$ cat config.mk
export PLATFORM = sky130hd
export DESIGN_NAME = dsp_dma_channel_sequencer
export DESIGN_NICKNAME = d
export VERILOG_FILES = /design/src/hdl/dma_seq_pkg.sv /design/src/hdl/down_count_if.sv /design/src/hdl/dsp_dma_channel_sequencer.sv /design/src/hdl/down_counter.sv
export VERILOG_INCLUDE_DIRS = /design/src /design/src/hdl
export SDC_FILE = /design/constraint.sdc
export NUM_CORES = 1
export LEC_CHECK = 0
export ABC_AREA = 1
export BUFFER_PORTS_ARGS = -buffer_cell sky130_fd_sc_hd__buf_2
export CORE_UTILIZATION = 50
export DETAILED_ROUTE_END_ITERATION = 6
export PLACE_DENSITY = 0.87
export SLEW_MARGIN = 15
export SYNTH_ARGS = -nofsm -noshare
export SYNTH_HDL_FRONTEND = slang
export SYNTH_SLANG_ARGS = --single-unit
$ cat constraint.sdc
create_clock -name aclk -period 2.4 [get_ports aclk]
set_input_delay 0.48 -clock aclk [delete_from_list [all_inputs] [get_ports aclk]]
set_output_delay 0.48 -clock aclk [all_outputs]
set_load 0.01 [all_outputs]
$ cat src/hdl/dma_seq_defines.svh
`ifndef DMA_SEQ_DEFINES_SVH
`define DMA_SEQ_DEFINES_SVH

// Register byte offsets on the AXI4-Lite slave.
`define OFS_CMD 8'h00
`define OFS_FLAG 8'h04
`define OFS_STATUS 8'h08

// Bit positions inside the 16-bit user output word.
`define P_DONE 15
`define P_ZEN 12
`define P_CLR 11
`define P_BEN 10
`define P_CNT 9
`define P_SPARE 5

// Generator clock source selections.
`define CK_SYS 2'h0
`define CK_INV 2'h1
`define CK_OFF 2'h3

// Generator instruction codes.
`define GI_WRCR 3'h0
`define GI_REIN 3'h4
`define GI_LDAD 3'h5
`define GI_LDWC 3'h6
`define GI_ENCT 3'h7

// Command groups on the low four command bits.
`define CMD_DTI_LAST 4'h5
`define CMD_DTO_LAST 4'hc
`define CMD_MEMINIT 4'hf

// Lookup addresses and idle lookup address.
`define LK_NONE 5'h1f
`define LK_WC_BASE 5'h08

// Wait states before a transfer, and pass count base.
`define WAIT_DTI 8'h04
`define WAIT_DTO 8'h06
`define PASS_ONE 4'h1

// Output word shown while reset is held.
`define WORD_RST 16'hfe00

`endif

$ cat src/hdl/dma_seq_pkg.sv
package dma_seq_pkg;

  // Sequencer steps, one per kind of microinstruction.
  typedef enum logic [3:0] {
    ST_IDLE, ST_LDAD, ST_LDWC, ST_WAIT, ST_XFER,
    ST_ZFILL, ST_REIN, ST_PASS, ST_CLEAR
  } seq_state_t;

endpackage : dma_seq_pkg

$ cat src/hdl/down_count_if.sv
`timescale 1ns/1ns

// Load and step controls for the wait-state counter.
interface down_count_if;
  logic load;
  logic [7:0] load_val;
  logic dec;
  logic zero;
  modport ctrl (output load, output load_val, output dec, input zero);
  modport cnt (input load, input load_val, input dec, output zero);
endinterface : down_count_if

$ cat src/hdl/dsp_dma_channel_sequencer.sv
// The register addresses and the AXI4-Lite slave port were decided locally.
`timescale 1ns/1ns
`include "dma_seq_defines.svh"

// Notes on behaviour
// - Host sets valid flag; idle sequencer polls it.
// - Finish pulses clear bit and shows done.
// - Host only sets flag; sequencer only clears.
// - Low four bits pick operation; top bit assists.
// - Six in, seven out, one initialize.
// - Qualifier high adds address passes after in.
// - Command re-read after transfer for pass count.
// - Multiway branch on low four command bits.
// - Wait on sequence end input for completion.
// - Output half leaves through pipeline register.
// - Bits four to zero address lookup memory.
// - Bits eight to six instruct generators.
// - Bit nine gates generator counting.
// - Bit ten enables bus transfers.
// - Bit twelve zero fill overrides bus enable.
// - Bit fifteen tells host command done.
// - Bits fourteen, thirteen select generator clock.
// - Start then length lookup seed generators.
// - Generators count until word count expires.
// - Assist passes count addresses, bus kept off.
// - Sixteen-bit port moves and initializes data.
// - Clock codes 00,01,11; done active low.
// - Instruction codes for write, reinit, loads, count.
// - Reinitialize between passes; notify after all.
module dsp_dma_channel_sequencer (
  input wire logic aclk,
  input wire logic aresetn,
  input wire logic [7:0] s_axi_awaddr,
  input wire logic s_axi_awvalid,
  output logic s_axi_awready,
  input wire logic [31:0] s_axi_wdata,
  input wire logic [3:0] s_axi_wstrb,
  input wire logic s_axi_wvalid,
  output logic s_axi_wready,
  output logic [1:0] s_axi_bresp,
  output logic s_axi_bvalid,
  input wire logic s_axi_bready,
  input wire logic [7:0] s_axi_araddr,
  input wire logic s_axi_arvalid,
  output logic s_axi_arready,
  output logic [31:0] s_axi_rdata,
  output logic [1:0] s_axi_rresp,
  output logic s_axi_rvalid,
  input wire logic s_axi_rready,
  input wire logic sequence_end_input,
  output logic [15:0] user_out
);

  ////////////////////////////////////////////////////////////////////////
  // Declarations.

  localparam logic [1:0] RESP_OKAY = 2'h0; // Normal access.
  localparam logic [1:0] RESP_DECERR = 2'h3; // Unmapped address.

  logic [7:0] awaddr_r; // Captured write address.
  logic [31:0] wdata_r; // Captured write data.
  logic [3:0] wstrb_r; // Captured byte enables.
  logic awready_r; // Low once an address is held.
  logic wready_r; // Low once data is held.
  logic bvalid_r; // Write response pending.
  logic [1:0] bresp_r; // Write response code.
  logic arready_r; // Low while a read answer is out.
  logic rvalid_r; // Read answer pending.
  logic [31:0] rdata_r; // Read answer data.
  logic [1:0] rresp_r; // Read answer code.
  logic wr_fire; // Both halves of a write are held.
  logic [4:0] cmd_r; // Host command register.
  logic valid_r; // Valid-command flag.
  logic set_valid; // Host write that sets the flag.
  logic [4:0] cmd_lat_r; // Command held for the running job.
  logic seq_end_meta_r; // First synchroniser stage.
  logic seq_end_s_r; // Synchronised sequence end.
  dma_seq_pkg::seq_state_t state_r; // Current step.
  logic [3:0] pass_r; // Assist passes still to run.
  logic [15:0] word_nxt; // Output word for this step.
  logic [15:0] word_r; // Pipeline register on the outputs.
  logic assist; // Job asks for DSP passes.
  down_count_if wcnt (); // Wait-state counter link.

  ////////////////////////////////////////////////////////////////////////
  // Helper functions.

  // Packs the eight output fields; bit five is always low.
  function automatic logic [15:0] make_word(
    input logic done_n, input logic [1:0] ck, input logic zen_n,
    input logic clr_n, input logic ben_n, input logic cnt_n,
    input logic [2:0] instr, input logic [4:0] addr);
    make_word = {done_n, ck, zen_n, clr_n, ben_n, cnt_n, instr, 1'b0,
                 addr};
  endfunction : make_word

  // Start-address lookup entry for each command code.
  function automatic logic [4:0] start_addr(input logic [3:0] code);
    if (code <= `CMD_DTI_LAST)
      start_addr = {1'b0, code};
    else if (code < `CMD_DTO_LAST)
      start_addr = 5'(code - 4'h6);
    else if (code == `CMD_DTO_LAST)
      start_addr = 5'h01;
    else
      start_addr = `LK_NONE;
  endfunction : start_addr

  // Block-length lookup entry for each command code.
  function automatic logic [4:0] length_addr(input logic [3:0] code);
    logic [2:0] idx;
    case (code)
      4'h0: idx = 3'h0;
      4'h1, 4'h3: idx = 3'h1;
      4'h2, 4'h4: idx = 3'h2;
      4'h5: idx = 3'h3;
      4'h6, 4'ha: idx = 3'h4;
      4'h7, 4'hb: idx = 3'h5;
      4'h8, 4'hc: idx = 3'h6;
      default: idx = 3'h7;
    endcase
    length_addr = `LK_WC_BASE | {2'h0, idx};
  endfunction : length_addr

  // True for codes that name no operation of the fourteen.
  function automatic logic unused_code(input logic [3:0] code);
    unused_code = (code > `CMD_DTO_LAST) && (code != `CMD_MEMINIT);
  endfunction : unused_code

  ////////////////////////////////////////////////////////////////////////
  // AXI4-Lite write channel.

  assign wr_fire = !awready_r && !wready_r && !bvalid_r;

  // Address and data are taken in either order; the response follows
  // once both are held, and readiness returns when it is taken.
  always_ff @(posedge aclk)
  begin
    if (!aresetn)
    begin
      awready_r <= 1'b1;
      wready_r <= 1'b1;
      bvalid_r <= 1'b0;
      bresp_r <= RESP_OKAY;
      awaddr_r <= 8'h00;
      wdata_r <= 32'h0000_0000;
      wstrb_r <= 4'h0;
    end
    else
    begin
      if (s_axi_awvalid && awready_r)
      begin
        awaddr_r <= s_axi_awaddr;
        awready_r <= 1'b0;
      end
      if (s_axi_wvalid && wready_r)
      begin
        wdata_r <= s_axi_wdata;
        wstrb_r <= s_axi_wstrb;
        wready_r <= 1'b0;
      end
      if (wr_fire)
      begin
        bvalid_r <= 1'b1;
        // Only the command and flag words accept writes.
        if (awaddr_r == `OFS_CMD || awaddr_r == `OFS_FLAG)
          bresp_r <= RESP_OKAY;
        else
          bresp_r <= RESP_DECERR;
      end
      else if (bvalid_r && s_axi_bready)
      begin
        bvalid_r <= 1'b0;
        awready_r <= 1'b1;
        wready_r <= 1'b1;
      end
    end
  end

  // Command register; the sequencer reads its latched copy, so a
  // write during a job only affects the next one.
  always_ff @(posedge aclk)
  begin
    if (!aresetn)
      cmd_r <= 5'h00;
    else if (wr_fire && awaddr_r == `OFS_CMD && wstrb_r[0])
      cmd_r <= wdata_r[4:0];
  end

  assign set_valid = wr_fire && awaddr_r == `OFS_FLAG && wstrb_r[0]
                     && wdata_r[0];

  // Valid flag: the host can only set it, the sequencer only clears
  // it, and a set in the clearing cycle wins so no command is lost.
  always_ff @(posedge aclk)
  begin
    if (!aresetn)
      valid_r <= 1'b0;
    else if (set_valid)
      valid_r <= 1'b1;
    else if (state_r == dma_seq_pkg::ST_CLEAR)
      valid_r <= 1'b0;
  end

  ////////////////////////////////////////////////////////////////////////
  // AXI4-Lite read channel.

  // One read at a time; the answer stands until rready.
  always_ff @(posedge aclk)
  begin
    if (!aresetn)
    begin
      arready_r <= 1'b1;
      rvalid_r <= 1'b0;
      rdata_r <= 32'h0000_0000;
      rresp_r <= RESP_OKAY;
    end
    else if (s_axi_arvalid && arready_r)
    begin
      arready_r <= 1'b0;
      rvalid_r <= 1'b1;
      rresp_r <= RESP_OKAY;
      if (s_axi_araddr == `OFS_CMD)
        rdata_r <= {27'h000_0000, cmd_r};
      else if (s_axi_araddr == `OFS_FLAG)
        rdata_r <= {31'h0000_0000, valid_r};
      else if (s_axi_araddr == `OFS_STATUS)
        rdata_r <= {6'h00, state_r, pass_r, seq_end_s_r, valid_r,
                    word_r};
      else
      begin
        rdata_r <= 32'h0000_0000;
        rresp_r <= RESP_DECERR;
      end
    end
    else if (rvalid_r && s_axi_rready)
    begin
      rvalid_r <= 1'b0;
      arready_r <= 1'b1;
    end
  end

  ////////////////////////////////////////////////////////////////////////
  // Sequence end synchroniser.

  // The generators run off a shifted clock, so their end pin is
  // treated as foreign and passes two flops before use.
  always_ff @(posedge aclk)
  begin
    if (!aresetn)
    begin
      seq_end_meta_r <= 1'b0;
      seq_end_s_r <= 1'b0;
    end
    else
    begin
      seq_end_meta_r <= sequence_end_input;
      seq_end_s_r <= seq_end_meta_r;
    end
  end

  ////////////////////////////////////////////////////////////////////////
  // Wait-state counter.

  // Loaded while the length is seeded, counted down before transfer.
  assign wcnt.load = (state_r == dma_seq_pkg::ST_LDWC);
  assign wcnt.load_val = (cmd_lat_r[3:0] <= `CMD_DTI_LAST) ? `WAIT_DTI
                         : `WAIT_DTO;
  assign wcnt.dec = (state_r == dma_seq_pkg::ST_WAIT);

  down_counter u_wait (
    .aclk (aclk),
    .aresetn (aresetn),
    .cif (wcnt.cnt)
  );

  ////////////////////////////////////////////////////////////////////////
  // Sequencer steps.

  assign assist = cmd_lat_r[4] && (cmd_lat_r[3:0] <= `CMD_DTI_LAST);

  // One step per clock; each step's output word leaves one clock later.
  always_ff @(posedge aclk)
  begin
    if (!aresetn)
    begin
      state_r <= dma_seq_pkg::ST_IDLE;
      cmd_lat_r <= 5'h00;
    end
    else
    begin
      case (state_r)
        dma_seq_pkg::ST_IDLE:
          if (valid_r)
          begin
            cmd_lat_r <= cmd_r;
            state_r <= dma_seq_pkg::ST_LDAD;
          end
        dma_seq_pkg::ST_LDAD:
          // Multiway branch on the low command bits.
          if (unused_code(cmd_lat_r[3:0]))
            state_r <= dma_seq_pkg::ST_CLEAR;
          else
            state_r <= dma_seq_pkg::ST_LDWC;
        dma_seq_pkg::ST_LDWC:
          if (cmd_lat_r[3:0] == `CMD_MEMINIT)
            state_r <= dma_seq_pkg::ST_ZFILL;
          else
            state_r <= dma_seq_pkg::ST_WAIT;
        dma_seq_pkg::ST_WAIT:
          if (wcnt.zero)
            state_r <= dma_seq_pkg::ST_XFER;
        dma_seq_pkg::ST_XFER:
          if (seq_end_s_r && assist)
            state_r <= dma_seq_pkg::ST_REIN;
          else if (seq_end_s_r)
            state_r <= dma_seq_pkg::ST_CLEAR;
        dma_seq_pkg::ST_ZFILL:
          if (seq_end_s_r)
            state_r <= dma_seq_pkg::ST_CLEAR;
        dma_seq_pkg::ST_REIN:
          // The end of the previous count is still in the synchroniser;
          // a pass entered before it drains would end at once.
          if (!seq_end_s_r)
            state_r <= dma_seq_pkg::ST_PASS;
        dma_seq_pkg::ST_PASS:
          if (seq_end_s_r && pass_r == `PASS_ONE)
            state_r <= dma_seq_pkg::ST_CLEAR;
          else if (seq_end_s_r)
            state_r <= dma_seq_pkg::ST_REIN;
        default:
          state_r <= dma_seq_pkg::ST_IDLE;
      endcase
    end
  end

  // Pass counter: the command is read again at the end of the
  // transfer to find how many assist passes to run.
  always_ff @(posedge aclk)
  begin
    if (!aresetn)
      pass_r <= 4'h0;
    else if (state_r == dma_seq_pkg::ST_XFER && seq_end_s_r)
      pass_r <= `PASS_ONE + {2'h0, cmd_lat_r[1:0]};
    else if (state_r == dma_seq_pkg::ST_PASS && seq_end_s_r)
      pass_r <= pass_r - `PASS_ONE;
  end

  ////////////////////////////////////////////////////////////////////////
  // Output word per step.

  // Enables are active low; the generator clock is held off when idle.
  always_comb
  begin
    word_nxt = make_word(1'b1, `CK_SYS, 1'b1, 1'b1, 1'b1, 1'b1,
                         `GI_ENCT, `LK_NONE);
    case (state_r)
      dma_seq_pkg::ST_IDLE:
        word_nxt = make_word(1'b0, `CK_OFF, 1'b1, 1'b1, 1'b1, 1'b1,
                             `GI_ENCT, `LK_NONE);
      dma_seq_pkg::ST_LDAD:
        if (unused_code(cmd_lat_r[3:0]))
          word_nxt = make_word(1'b1, `CK_SYS, 1'b1, 1'b1, 1'b1, 1'b1,
                               `GI_REIN, `LK_NONE);
        else
          word_nxt = make_word(1'b1, `CK_SYS, 1'b1, 1'b1, 1'b1, 1'b1,
                               `GI_LDAD, start_addr(cmd_lat_r[3:0]));
      dma_seq_pkg::ST_LDWC:
        word_nxt = make_word(1'b1, `CK_SYS, 1'b1, 1'b1, 1'b1, 1'b1,
                             `GI_LDWC, length_addr(cmd_lat_r[3:0]));
      dma_seq_pkg::ST_XFER:
        word_nxt = make_word(1'b1, `CK_SYS, 1'b1, 1'b1, 1'b0, 1'b0,
                             `GI_ENCT, `LK_NONE);
      dma_seq_pkg::ST_ZFILL:
        word_nxt = make_word(1'b1, `CK_SYS, 1'b0, 1'b1, 1'b1, 1'b0,
                             `GI_ENCT, `LK_NONE);
      dma_seq_pkg::ST_REIN:
        word_nxt = make_word(1'b1, `CK_SYS, 1'b1, 1'b1, 1'b1, 1'b1,
                             `GI_REIN, `LK_NONE);
      dma_seq_pkg::ST_PASS:
        word_nxt = make_word(1'b1, `CK_SYS, 1'b1, 1'b1, 1'b1, 1'b0,
                             `GI_ENCT, `LK_NONE);
      dma_seq_pkg::ST_CLEAR:
        word_nxt = make_word(1'b1, `CK_SYS, 1'b1, 1'b0, 1'b1, 1'b1,
                             `GI_ENCT, `LK_NONE);
      default:
        word_nxt = make_word(1'b1, `CK_SYS, 1'b1, 1'b1, 1'b1, 1'b1,
                             `GI_ENCT, `LK_NONE);
    endcase
  end

  // Pipeline register in front of the user output lines.
  always_ff @(posedge aclk)
  begin
    if (!aresetn)
      word_r <= `WORD_RST;
    else
      word_r <= word_nxt;
  end

  ////////////////////////////////////////////////////////////////////////
  // Port drive.

  assign user_out = word_r;
  assign s_axi_awready = awready_r;
  assign s_axi_wready = wready_r;
  assign s_axi_bvalid = bvalid_r;
  assign s_axi_bresp = bresp_r;
  assign s_axi_arready = arready_r;
  assign s_axi_rvalid = rvalid_r;
  assign s_axi_rdata = rdata_r;
  assign s_axi_rresp = rresp_r;
endmodule : dsp_dma_channel_sequencer

$ cat src/hdl/down_counter.sv
`timescale 1ns/1ns

// Loadable down counter that stops at zero.
module down_counter (
  input wire logic aclk,
  input wire logic aresetn,
  down_count_if.cnt cif
);

  // Current count; zero means the wait is over.
  logic [7:0] count_r;

  // Load wins over decrement so a fresh wait always starts full.
  always_ff @(posedge aclk)
  begin
    if (!aresetn)
      count_r <= 8'h00;
    else if (cif.load)
      count_r <= cif.load_val;
    else if (cif.dec && count_r != 8'h00)
      count_r <= count_r - 8'h01;
  end

  assign cif.zero = (count_r == 8'h00);

endmodule : down_counter

# ---- Yosys cells after proc, flatten, opt, wreduce, memory -nomap -nowiden
# Memories as Yosys holds them, arrays and structs flattened. A register that Yosys moved wholly into a read port is not among the register bits.
# Index checks and enable logic that the tools add are counted.
dict set report totals {
  register_bits 100
  romBits 48
  in_bits 60
  out_inout_bits 57
  elab_cells 125
  mem_count 1
}
dict set report op_classes {
  add_sub_neg 4
  n_lt_le_gt_ge 3
  n_eq_ne 19
  n_mux 43
  n_reduce_logical 35
}
# memory depth word_bits rd rd_clocked_by_memory_dff wr line_no
set mem_list {}
lappend mem_list {{(no name shown)} 16 3 1 1 0 dsp_dma_channel_sequencer.sv:112} ;# case (code)
# cell count
set op_table {}
lappend op_table {{$pmux W16 S8} 1}
lappend op_table {{$mux W26} 3}
lappend op_table {{$mux W4} 12}
lappend op_table {{$pmux W4 S8} 1}
lappend op_table {{$logic_not A8 Y1} 3}
lappend op_table {{$logic_and A1 B1 Y1} 19}
lappend op_table {{$eq A4 B3 Y1 const B} 4}
lappend op_table {{$eq A8 B3 Y1 const B} 2}
lappend op_table {{$mux W8} 2}
lappend op_table {{$mux W5} 3}
lappend op_table {{$mux W1} 14}
lappend op_table {{$eq A4 B4 Y1 const B} 3}
lappend op_table {{$mux W2} 5}
lappend op_table {{$reduce_bool A2 Y1} 5}
lappend op_table {{$eq A4 B1 Y1 const B} 2}
lappend op_table {{$eq A4 B2 Y1 const B} 2}
lappend op_table {{$eq A8 B4 Y1 const B} 1}
lappend op_table {{$reduce_bool A8 Y1} 1}
lappend op_table {{$sub A8 B1 Y8 const B} 1}
lappend op_table {{$mux W7} 1}
lappend op_table {{$ne A2 B2 Y1 const B} 3}
lappend op_table {{$sub A4 B3 Y5 const B} 1}
lappend op_table {{$gt A4 B4 Y1 const B} 1}
lappend op_table {{$le A4 B3 Y1 const B} 1}
lappend op_table {{other kinds (11)} 13}

# ---- Logic depth before layout (Yosys ltp)
# Gate-level depths: netlist (run 1).
dict set report depth {
  ltp_word 7
  ltp_mapped 10
  ltp_nobuf 10
}

# ---- By module
# Synthesis (run 1) repeated with hierarchy kept, for this count alone.
dict set report unflattened {
  cells_unflattened 608
  hier_area_um2 4284.1
}
# mod n_inst cells_per_inst area_per_inst_um2 seq_area_each_um2
set by_module_without_submodules {}
lappend by_module_without_submodules {dsp_dma_channel_sequencer 1 504 3683.5 1661.6}
lappend by_module_without_submodules {down_counter 1 104 600.6 160.2}

# ---- Worst setup path before layout (run 1)
# Ideal clock, no wire load.
dict set report synth_path {
  kind {input to register}
  startpoint {input aresetn}
  endpoint {register awready_r, in the netlist s_axi_awready}
  setup_time_ps 138
  t_arrival_ps 1328
  required_time_ps 2262
  path_slack_ps 934
  path_stages 4
  n_path_buf 3
  cell_sequence {clkbuf_1 -> clkbuf_1 -> clkbuf_1 -> o211ai_1}
}
# item line_no
set synth_lines {}
lappend synth_lines {{start, declared} dsp_dma_channel_sequencer.sv:32} ;# input wire logic aresetn,
lappend synth_lines {{end signal, assigned} dsp_dma_channel_sequencer.sv:141} ;# awready_r <= 1'b1;
lappend synth_lines {{end signal, assigned} dsp_dma_channel_sequencer.sv:154} ;# awready_r <= 1'b0;
lappend synth_lines {{end signal, assigned} dsp_dma_channel_sequencer.sv:174} ;# awready_r <= 1'b1;
lappend synth_lines {{end, declared} dsp_dma_channel_sequencer.sv:63} ;# logic awready_r;
# No word-level cell between the ends.

==> results of run 1 <==
-- through the flow --
stage,hold WS [ps],instance area (sq um),setup WS (ps),cells,power [mW]
after global routing,311,4670,579,751,3.17
after CTS,289,4670,742,751,3.05
final,299,4670,717,751,3.03
after floorplan,390,4100,934,577,1.97
after global placement,405,4500,738,735,2.10
after detailed placement,410,4500,647,735,2.11
-- cell type report --
| cell class | instances | area (sq um) |
|---|---|---|
| Multi-Input combinational cell | 395 | 1890 |
| Inverter | 65 | 244 |
| Sequential cell | 91 | 1820 |
| Timing Repair Buffer | 82 | 420 |
| Clock inverter | 6 | 47.5 |
| Fill cell | 732 | 3130 |
| Tap cell | 102 | 128 |
| Clock buffer | 10 | 128 |
-- cells by family (layout without fill, tap and decap cells) --
logic type | Yosys count | after routing | synth area share [%]
buf+inv | 91 | 163 | 9.64
compound gates | 99 | 99 | 13.5
fa+ha+maj | 9 | 9 | 2.76
flops | 91 | 91 | 44.7
simple gates | 277 | 277 | 28.9
other cells | 1 | 8 | 0.0920
xor+xnor | 2 | 2 | 0.430
-- power by group through the flow --
stage	sequential [mW]	clock, mW	combinational (mW)
floorplan	1.69	0	0.287
global placement	1.67	0	0.429
detailed placement	1.68	0	0.436
CTS	1.64	0.970	0.438
global route	1.65	1.02	0.491
finish	1.64	0.947	0.438
-- state kept, by name, indices dropped and copies added (netlist names), 4 cells and up, named ones only --
register / count
state_r: 4
cmd_r: 5
s_axi_rdata: 24
user_out: 14
wdata_r: 5
u_wait.count_r: 8
awaddr_r: 8
pass_r: 4
cmd_lat_r: 5
-- layout by cell type, fill, tap and decap left out, types with 3 or more instances in the layout --
master    count
ha_1          9
clkbuf_8      9
nor2_2        6
buf_2        78
inv_1        58
buf_4         4
conb_1        8
dfxtp_1      91
nand3_1      21
a21oi_1      44
nand2_2       3
nand2_1     141
inv_2         5
o211ai_1      7
nand3b_1      3
nor2_4        3
o21ai_0      37
nor3_1       15
nand4_1       8
nor2_1       75
a31oi_1       4
-- final timing paths --
path,from,end,slack (ps),cells past startpoint
hold / removal,sequence_end_input,seq_end_meta_r,300,3
setup / recovery,state_r[0],flip-flop,720,10
hold reg to reg,seq_end_meta_r,seq_end_s_r,430,2
setup reg to reg,state_r[0],flip-flop,720,10
-- critical path, delay by kind of cell, from the launching register on --
kind | cells | cell delay, ps
and+or+nand+nor | 8 | 1010
DFF | 1 | 400
buffers and inverters | 2 | 170
-- cell usage after synthesis (all sizes together), types with 3 or more instances --
library cell  count  area [sq um]
nand2           144           548
dfxtp            91          1820
nor2             84           353
inv              63           236
a21oi            46           238
o21ai            38           194
nand3            22           115
buf              15           108
nor3             15          75.1
clkbuf           11          41.3
ha                9           113
nand4             8          50.1
o211ai            7          52.6
a31oi             4          25.0
nand3b            3          22.5
-- per-layer routing --
layer  vias to the layer above  global-route usage [%]
met4                         0                    9.77
met1                      1703                    26.6
met3                        28                    3.98
met2                       103                    41.5
li1                       1955                       -
met5                         -                       0
==> results.md, run 1 <==
* Pins Over Slew Limit at 0
* Total CTS buffers at 9
* Critical-path cell list: nor2_2, nand2_1, inv_2, nand3_1, nand2_1, nand3_1, nand2_1, inv_1, nand2_1, nand2_1
* CP max stage delay at ~400 ps
* Synthesized instance count at 570
* Vert. Die Dim at 92.3 microns
* P_leak at 2.15 nW
* Fin crit period at 1680 ps
* Die width at 92.3 microns
* Share of total power in combinational logic at between 10% and 20%
* # rows at 32
* Pwr Density at 647 nW/um^2
* Final setup vio count at 0
* First DRT Iteration DRCs at 189
* Unrepaired setup endpoints after global routing: no
* Met3 wire length at 461 microns
* Initial Utilization at between 50% and 60%
* Antenna Cells at 0
* Synth cell types at 31
* Worst path required time at 2650 ps
* Final Util at 59.9%
* Highest routed metal layer: met4
* I/O Buffers at 78
* Post-cts resize count at 0
* Pin count of the biggest net entering global routing at 42
* Hold Violations, Final at 0
* Setup Crit Path Kind: flip-flop to flip-flop
* Fraction of registers with async set/reset at 0%
* Final period util at 70.1%
* Rel. slew slack at 55.5%
* VDD IR max at about 0.35 mV
* Share of power burned in registers at between 50 and 60%
* GR Overflow Total at 0
* Worst slew pin tran at 663 ps
* Max Cap Violations at 0
* Vias in the first global route at ~3600
* Met1 Wirelength at 3970 microns
* CTS H-tree depth at 3
* Post-synthesis sequential area ratio at between 40% and 50%
* Switch share at 29.7%
* Metal2 WL at 4540 microns
* Total routed wirelength at 9170 microns
* EDFF count, synth at 0
* Mapped cell area at 4070 sq um
* Area delta synth->final at 14.7%
* IO Count at 117
* Int Power at 2.13 mW
* Critical path endpoint category: flip-flop
* Routed vias at between 3000 and 4000
* Seq cells post-synth at 91
* CTS root buf: clkbuf_8
* Crit path max fanout at 7
* Slowest cell on the critical path: dfxtp_1
* Critical path launch point type: flip-flop
* Gp weighted congestion at 0.925
* Postcts setup bufs at 0
* HPWL Detailed at 6990 microns
* Clock transition at path regs at 90 ps
* Status: completed
* DR pass1 iterations at 4
* Gr usage total at 23.0%
* Routed Antenna Nets at 0
* Worst clock skew at approximately 11 ps
* CTS tree: built
* Setup_tns at 0 ps
* Clk_lat worst skew at 360 ps
* Clk sinks at 91
* Hold Crit Class: input port to flip-flop
* Post-CTS Hold Buffers at 0
* First-pass GRT wire length at 15600 microns
* Fmax at approximately 0.59 GHz
* Vias per Instance at 5.05
* Clock Path Buffers at 2
* Die ar. at 8510 sq um
* Yosys warns at 0
* Residual DRC count at 0
* Avg Inst Size Synth at 7.15 sq um
* Antenna violations before repair at 0
* Clk pwr share at 31.3%
* Fin nets at 713
* Share of cells above drive strength 1 at a little under a fifth
* Critical Path Most Common Cell: nand2_1
* Avg WL per Cell at 12.2 microns
* Primary FF master, synth: dfxtp_1
* CP arrival at 1940 ps
* NetSw at 899 uW
* Core area at 7810 sq um
Power figures use the tool's default switching activity.
==> inputs of run 2 (changes only) <==
--- a/config.mk
+++ b/config.mk
@@ -6,7 +6,7 @@
 export SDC_FILE = /design/constraint.sdc
 export NUM_CORES = 1
 export LEC_CHECK = 0
-export ABC_AREA = 1
+export ABC_AREA = 0
 export BUFFER_PORTS_ARGS = -buffer_cell sky130_fd_sc_hd__buf_2
 export CORE_UTILIZATION = 50
 export DETAILED_ROUTE_END_ITERATION = 6
==> constraint.sdc (replaced) <==
create_clock -name aclk -period 1.7 [get_ports aclk]
set_input_delay 0.34 -clock aclk [delete_from_list [all_inputs] [get_ports aclk]]
set_output_delay 0.34 -clock aclk [all_outputs]
set_load 0.01 [all_outputs]
==> results.md, run 2 <==
* Status: complete, but fails checks
* Failing checks: negative setup slack
* Pins Over Slew Limit at 0
* Min-delay src: sequence_end_input
* Placed insts at 664
* CTS root buf: clkbuf_8
* Reg2reg setup slack at -170 ps
* Synth cell types at 56
* Hold Crit Class: input port to flip-flop
* Fin crit period at 1870 ps
* Share of cells above drive strength 1 at 33.4%
* Seq cells post-synth at just over 90
* Fin nets at 648
* Setup Crit Path Kind: flip-flop to flip-flop
* Gp weighted congestion at 0.846
* Synthesized instance count at 470
* Fraction of registers with async set/reset at 0%
* Commonest non-fill, non-tap cells in the layout: 85 x dfxtp_1, 78 x buf_2, 52 x buf_4
* Clock transition at path regs at ~100 ps
* Antenna violations before repair at 0
* Post-CTS Hold Buffers at 0
* Int Power at between 3 and 4 mW
* Final period util at 110%
* Hold Violations, Final at 0
* VDD IR max at 0.505 mV
* Crit path max fanout at 2
* # rows at 32
* Routed Antenna Nets at 0
* Die ar. at 8410 sq um
* Share of total power in combinational logic at 13.8%
* Vias per Instance at 5.63
* Reg-to-Reg End: state_r[2]
* Top cells by area, synth: dfxtp_1 45%, a21oi_1 6.0%, nand3_1 4.4%
* Max Cap Violations at 0
* Worst slew pin tran at roughly 550 ps
* Worst clock skew at 16.2 ps
* Share of power burned in registers at ~52%
* P_leak at between 2 and 2.5 nW
* Post-synth top cells: 91 x dfxtp_1, 48 x a21oi_1, 39 x nand2_1
* Clock Path Buffers at 2
* Critical path endpoint category: flip-flop
* Count leader, synth: dfxtp_1
* Unrepaired setup endpoints after global routing: yes
* Synth top area share at 45.3%
* Rel. slew slack at 62.8%
* Vias in the first global route at 3596
* Die width at 91.7 microns
* Hold EP: seq_end_meta_r
* Pin count of the biggest net entering global routing at 27
* Pwr Density at 847 nW/um^2
* First DRT Iteration DRCs at roughly 240
* CTS H-tree depth at 3
* Worst path required time at 1990 ps
* Synth area leader: dfxtp_1
* Core area at 7770 sq um
* Residual DRC count at 0
* IO Count at 117
* GR Overflow Total at 0
* Switch share at 27.5%
* Min setup slack post-route at -166 ps
* Total routed wirelength at slightly above 10000 microns
* Critical path launch point type: flip-flop
* Mapped cell area at roughly 4000 sq um
* NetSw at 1.20 mW
* Max reg flops at 24
* Layout Cells excl Fill at about 700
* CP arrival at 2160 ps
* FF-to-FF Start: u_wait.count_r[3]
* Area delta synth->final at 28.6%
* Vert. Die Dim at 91.7 microns
* Avg WL per Cell at 14.9 microns
* Final setup vio count at 3
* CTS tree: built
* Post-synthesis sequential area ratio at 45.3%
* Antenna Cells at 0
* Pwr Total at 4.38 mW
* Worst Reg-to-Reg Cells at 4
* Clk sinks at 91
* Initial Utilization at 51.8%
* EDFF count, synth at 0
* Setup_tns at -227 ps
* Clk_lat worst skew at ~370 ps
* I/O Buffers at 78
* Hold depth at 2
* Clk pwr share at 34.5%
* Total CTS buffers at 9
* Routed vias at 3863
* Commonest non-fill, non-tap cell in the layout: dfxtp_1
* Fmax at 0.536 GHz
* Yosys warns at 0
* HPWL Detailed at 6990 microns
* DR pass1 iterations at 5
* Gr usage total at 24.5%
* Primary FF master, synth: dfxtp_1
* Avg Inst Size Synth at between 8 and 9 sq um
* First-pass GRT wire length at approximately 16000 microns
==> run 2: area by class of cell <==
class                   count  area, sq um
multi-input cells         329         2110
repair buffers            134          843
flip-flops and latches     91         1830
clock buffers              10          128
clock inverters             6         73.8
inverters                  14         52.6
well taps                 102          128
fillers                   577         2600
==> run 2: cells by family (layout without fill, tap and decap cells) <==
| kind of cell | count (synthesis) | in the layout | share of synthesized area [%] |
|---|---|---|---|
| flip-flops | 91 | 91 | 45.3 |
| buffers and inverters | 57 | 164 | 6.47 |
| multiplexers | 9 | 9 | 2.30 |
| AND/OR/NAND/NOR | 174 | 174 | 22.4 |
| XOR/XNOR | 8 | 8 | 1.74 |
| adder cells (fa/ha/maj) | 9 | 9 | 2.80 |
| AO/OA/AOI/OAI | 121 | 121 | 18.9 |
| other | 1 | 8 | 0.0933 |
==> run 2: worst max path at each step <==
stage                      start    endpoint  depth (start not counted)
2_1_floorplan  u_wait.count_r[6]  state_r[2]                          5
3_3_place_gp   u_wait.count_r[6]  state_r[2]                          4
3_5_place_dp   u_wait.count_r[6]  state_r[2]                          4
4_1_cts        u_wait.count_r[1]  state_r[2]                          6
5_1_grt        u_wait.count_r[1]  state_r[2]                          6
6_report       u_wait.count_r[3]  state_r[2]                          4
==> run 2: worst max-delay path: stages (launching register included) <==
cell and delay (ps):
dfxtp_2 330, or4_4 550, o21a_4 240, or4_4 420, a221oi_2 260
==> run 2: per-layer routing <==
layer	GRT usage (%)	vias to the layer above	wire length, microns
li1	-	1876	-
met1	27.9	1817	4170
met2	43.9	139	5250
met3	4.48	31	520
met4	11.8	0	277
met5	0	-	0
==> run 2: power by group through the flow <==
stage	Clock, mW	Sequential, mW	Combinational [mW]
floorplan	0	2.31	0.328
global placement	0	2.31	0.527
detailed placement	0	2.31	0.540
CTS	1.52	2.26	0.558
global route	1.61	2.28	0.653
finish	1.51	2.27	0.602
==> run 2: timing repair <==
item | CTS | global route
cloned | 0 | 0
pin swaps | 4 | 5
gates resized for setup | 8 | 32
setup endpoints to repair | 7 | 24
setup buffers | 3 | 3
endpoints found under the hold margin | 0 | 0
==> run 2: metrics by stage <==
stage               utilization, %  instance area, sq um  hold WS, ps  worst slack, ps
finish                        66.6                  5170          161             -166
global route                  66.6                  5170          164             -219
CTS                           64.8                  5040          164             -137
detailed placement            61.6                  4780          432             -258
global placement              61.6                  4780          424             -204
floorplan                        -                  4080          368             -219
==> inputs of run 3 (changes only) <==
--- a/config.mk
+++ b/config.mk
@@ -8,10 +8,13 @@
 export LEC_CHECK = 0
 export ABC_AREA = 0
 export BUFFER_PORTS_ARGS = -buffer_cell sky130_fd_sc_hd__buf_2
+export CORE_ASPECT_RATIO = 2
 export CORE_UTILIZATION = 50
 export DETAILED_ROUTE_END_ITERATION = 6
 export PLACE_DENSITY = 0.87
+export REMOVE_ABC_BUFFERS = 1
 export SLEW_MARGIN = 15
 export SYNTH_ARGS = -nofsm -noshare
 export SYNTH_HDL_FRONTEND = slang
+export SYNTH_HIERARCHICAL = 1
 export SYNTH_SLANG_ARGS = --single-unit
==> results.md, run 3 <==
* CP max stage delay at 560 ps
* EDFF count, synth at 0
* Min setup slack post-route at -141 ps
* Layout Cells excl Fill at 702
* WHS at 204 ps
* DR pass1 iterations at 5
* Share of cells above drive strength 1 at 32.3%
* Placed Area at 4880 sq um
* Kind of cell adding the most delay to the critical path: simple AND/OR/NAND/NOR gates
* Post-synth top cells: 91 x dfxtp_1, 47 x nand2_1, 46 x nor2_1
* Clk_lat worst skew at 350 ps
* Critical-path cell list: or4_4, buf_6, o41ai_4, buf_4, xnor2_1, o211a_1
* First-pass GRT wire length at about 17000 microns
* VDD IR max at 0.831 mV
* Commonest non-fill, non-tap cell in the layout: dfxtp_1
* Total CTS buffers at 9
* Fin crit period at 1840 ps
* Unrepaired setup endpoints after global routing: yes
* First DRT Iteration DRCs at between 300 and 400
* CP arrival at 2070 ps
* Synthesized instance count at a little under 500
* Avg WL per Cell at 15.7 microns
* Gr usage total at about a quarter
* Post-synthesis sequential area ratio at 44.3%
* Vert. Die Dim at 130 microns
* Fraction of registers with async set/reset at 0%
* Routed vias at 4011
* Hold Violations, Final at 0
* Failing checks: negative setup slack
* Area delta synth->final at 32.6%
* Setup_tns at -854 ps
* Count leader, synth: dfxtp_1
* Die width at ~66 microns
* Slowest cell on the critical path: or4_4
* Total routed wirelength at 11000 microns
* Final period util at 108%
* Clk sinks at 91
* Synth top area share at 44.3%
* Critical path endpoint category: flip-flop
* Top cells by area, synth: dfxtp_1 44%, a21oi_1 5.5%, nand2_1 4.3%
* Critical path launch point type: flip-flop
* Reg2reg setup slack at -140 ps
* Max Cap Violations at 0
* P_leak at 2.37 nW
* Antenna Cells at 0
* Core area at 7940 sq um
* Clock Path Buffers at 2
* Max reg flops at 24
* Status: complete, but fails checks
* Crit path max fanout at 4
* Antenna violations before repair at 0
* Mapped cell area at 4110 sq um
* Worst path required time at 1930 ps
* Post-CTS Hold Buffers at 0
* CTS tree: built
* Yosys warns at 6
* Pwr Total at between 6 and 7 mW
* Fin nets at between 600 and 700
* GR Overflow Total at 0
* Gp weighted congestion at 0.954
* Final setup vio count at 11
* Vias per Instance at 5.71
* Pin count of the biggest net entering global routing at 39
* Hold Crit Class: input port to flip-flop
* Commonest non-fill, non-tap cells in the layout: 87 x dfxtp_1, 78 x buf_2, 47 x buf_4
* Primary FF master, synth: dfxtp_1
* Avg Inst Size Synth at 8.51 sq um
* Fillcell total at 567
* Finished Cell Area at about 5400 sq um
* Vias in the first global route at 3817
* Seq cells post-synth at 91
* I/O Buffers at just under 80
* IO Count at roughly 120
* Fmax at 0.543 GHz
* Setup Crit Path Kind: flip-flop to flip-flop
* Synth area leader: dfxtp_1
* Synth cell types at 60
* HPWL Detailed at 7730 microns
* Initial Utilization at ~52%
* Worst clock skew at approximately 10 ps
* Pins Over Slew Limit at 0
* CTS H-tree depth at 3
* Routed Antenna Nets at 0
* Worst path bufs/invs at 2
* Placed insts at 680
* Residual DRC count at 0
* CTS root buf: clkbuf_16
* # rows at 46
* Clock transition at path regs at 60 ps
* Pwr Density at 1180 nW/um^2
* Die ar. at 8610 sq um
-- run 3: path summary, 6_finish.rpt --
path | startpoint | end | cells after the start
max | u_wait/count_r[3] | u_wait/count_r[0] | 6
min | sequence_end_input | seq_end_meta_r | 2
max reg2reg | u_wait/count_r[3] | u_wait/count_r[0] | 6
min reg2reg | seq_end_meta_r | seq_end_s_r | 1
-- run 3: per-layer routing --
metal	GRT usage, %	part of all wire [%]	vias to the layer above
met5	0	0	-
met4	18.9	4.3	0
met3	4.63	3.7	41
met2	47.3	57	159
met1	23.1	35	1899
li1	-	-	1912
-- run 3: what timing repair did --
action / 4_1_cts / 5_1_grt
setup buffers: 4 / 2
gates resized for setup: 19 / 41
cloned: 0 / 1
pin swaps: 8 / 24
endpoints found under the setup margin: 20 / 25
-- run 3: area by class of cell --
| class | count | area (sq um) | area share (%) |
|---|---|---|---|
| Timing Repair Buffer | 134 | 871 | 16.0 |
| Clock inverter | 6 | 93.8 | 1.72 |
| Clock buffer | 10 | 229 | 4.20 |
| Timing Repair inverter | 1 | 5.00 | 0.0918 |
| Inverter | 18 | 71.3 | 1.31 |
| Tap cell | 96 | 120 | 2.20 |
| Sequential cell | 91 | 1830 | 33.6 |
| Multi-Input combinational cell | 346 | 2230 | 40.9 |
-- run 3: kinds of logic after synthesis --
| family | Yosys count | synth area share [%] |
|---|---|---|
| simple gates | 184 | 23.3 |
| compound gates | 119 | 18.2 |
| flops | 91 | 44.3 |
| buf+inv | 59 | 6.79 |
| mux | 15 | 3.71 |
| fa+ha+maj | 8 | 2.44 |
| xor+xnor | 5 | 1.07 |
| other cells | 2 | 0.183 |
-- run 3: per-stage QoR --
step | worst slack [ps] | util (%)
3_3_place_gp | -165 | 61.4
5_1_grt | -159 | 68.6
6_report | -141 | 68.6
3_5_place_dp | -205 | 61.4
4_1_cts | -175 | 66.6
2_1_floorplan | -518 | -
-- run 3: worst reg2reg max path, cell delays in order, from the launching register on --
cell,delay [ps]
dfxtp_2,320
or4_4,560
buf_6,150
o41ai_4,250
buf_4,200
xnor2_1,60
o211a_1,200
-- run 3: power breakdown --
group	leakage, nW	internal [mW]	switching (mW)	total (mW)
registers	0.744	2.32	0.142	2.46
logic	1.48	0.827	0.964	1.79
clock network	0.154	1.30	0.858	2.16
total	2.37	4.45	1.96	6.41
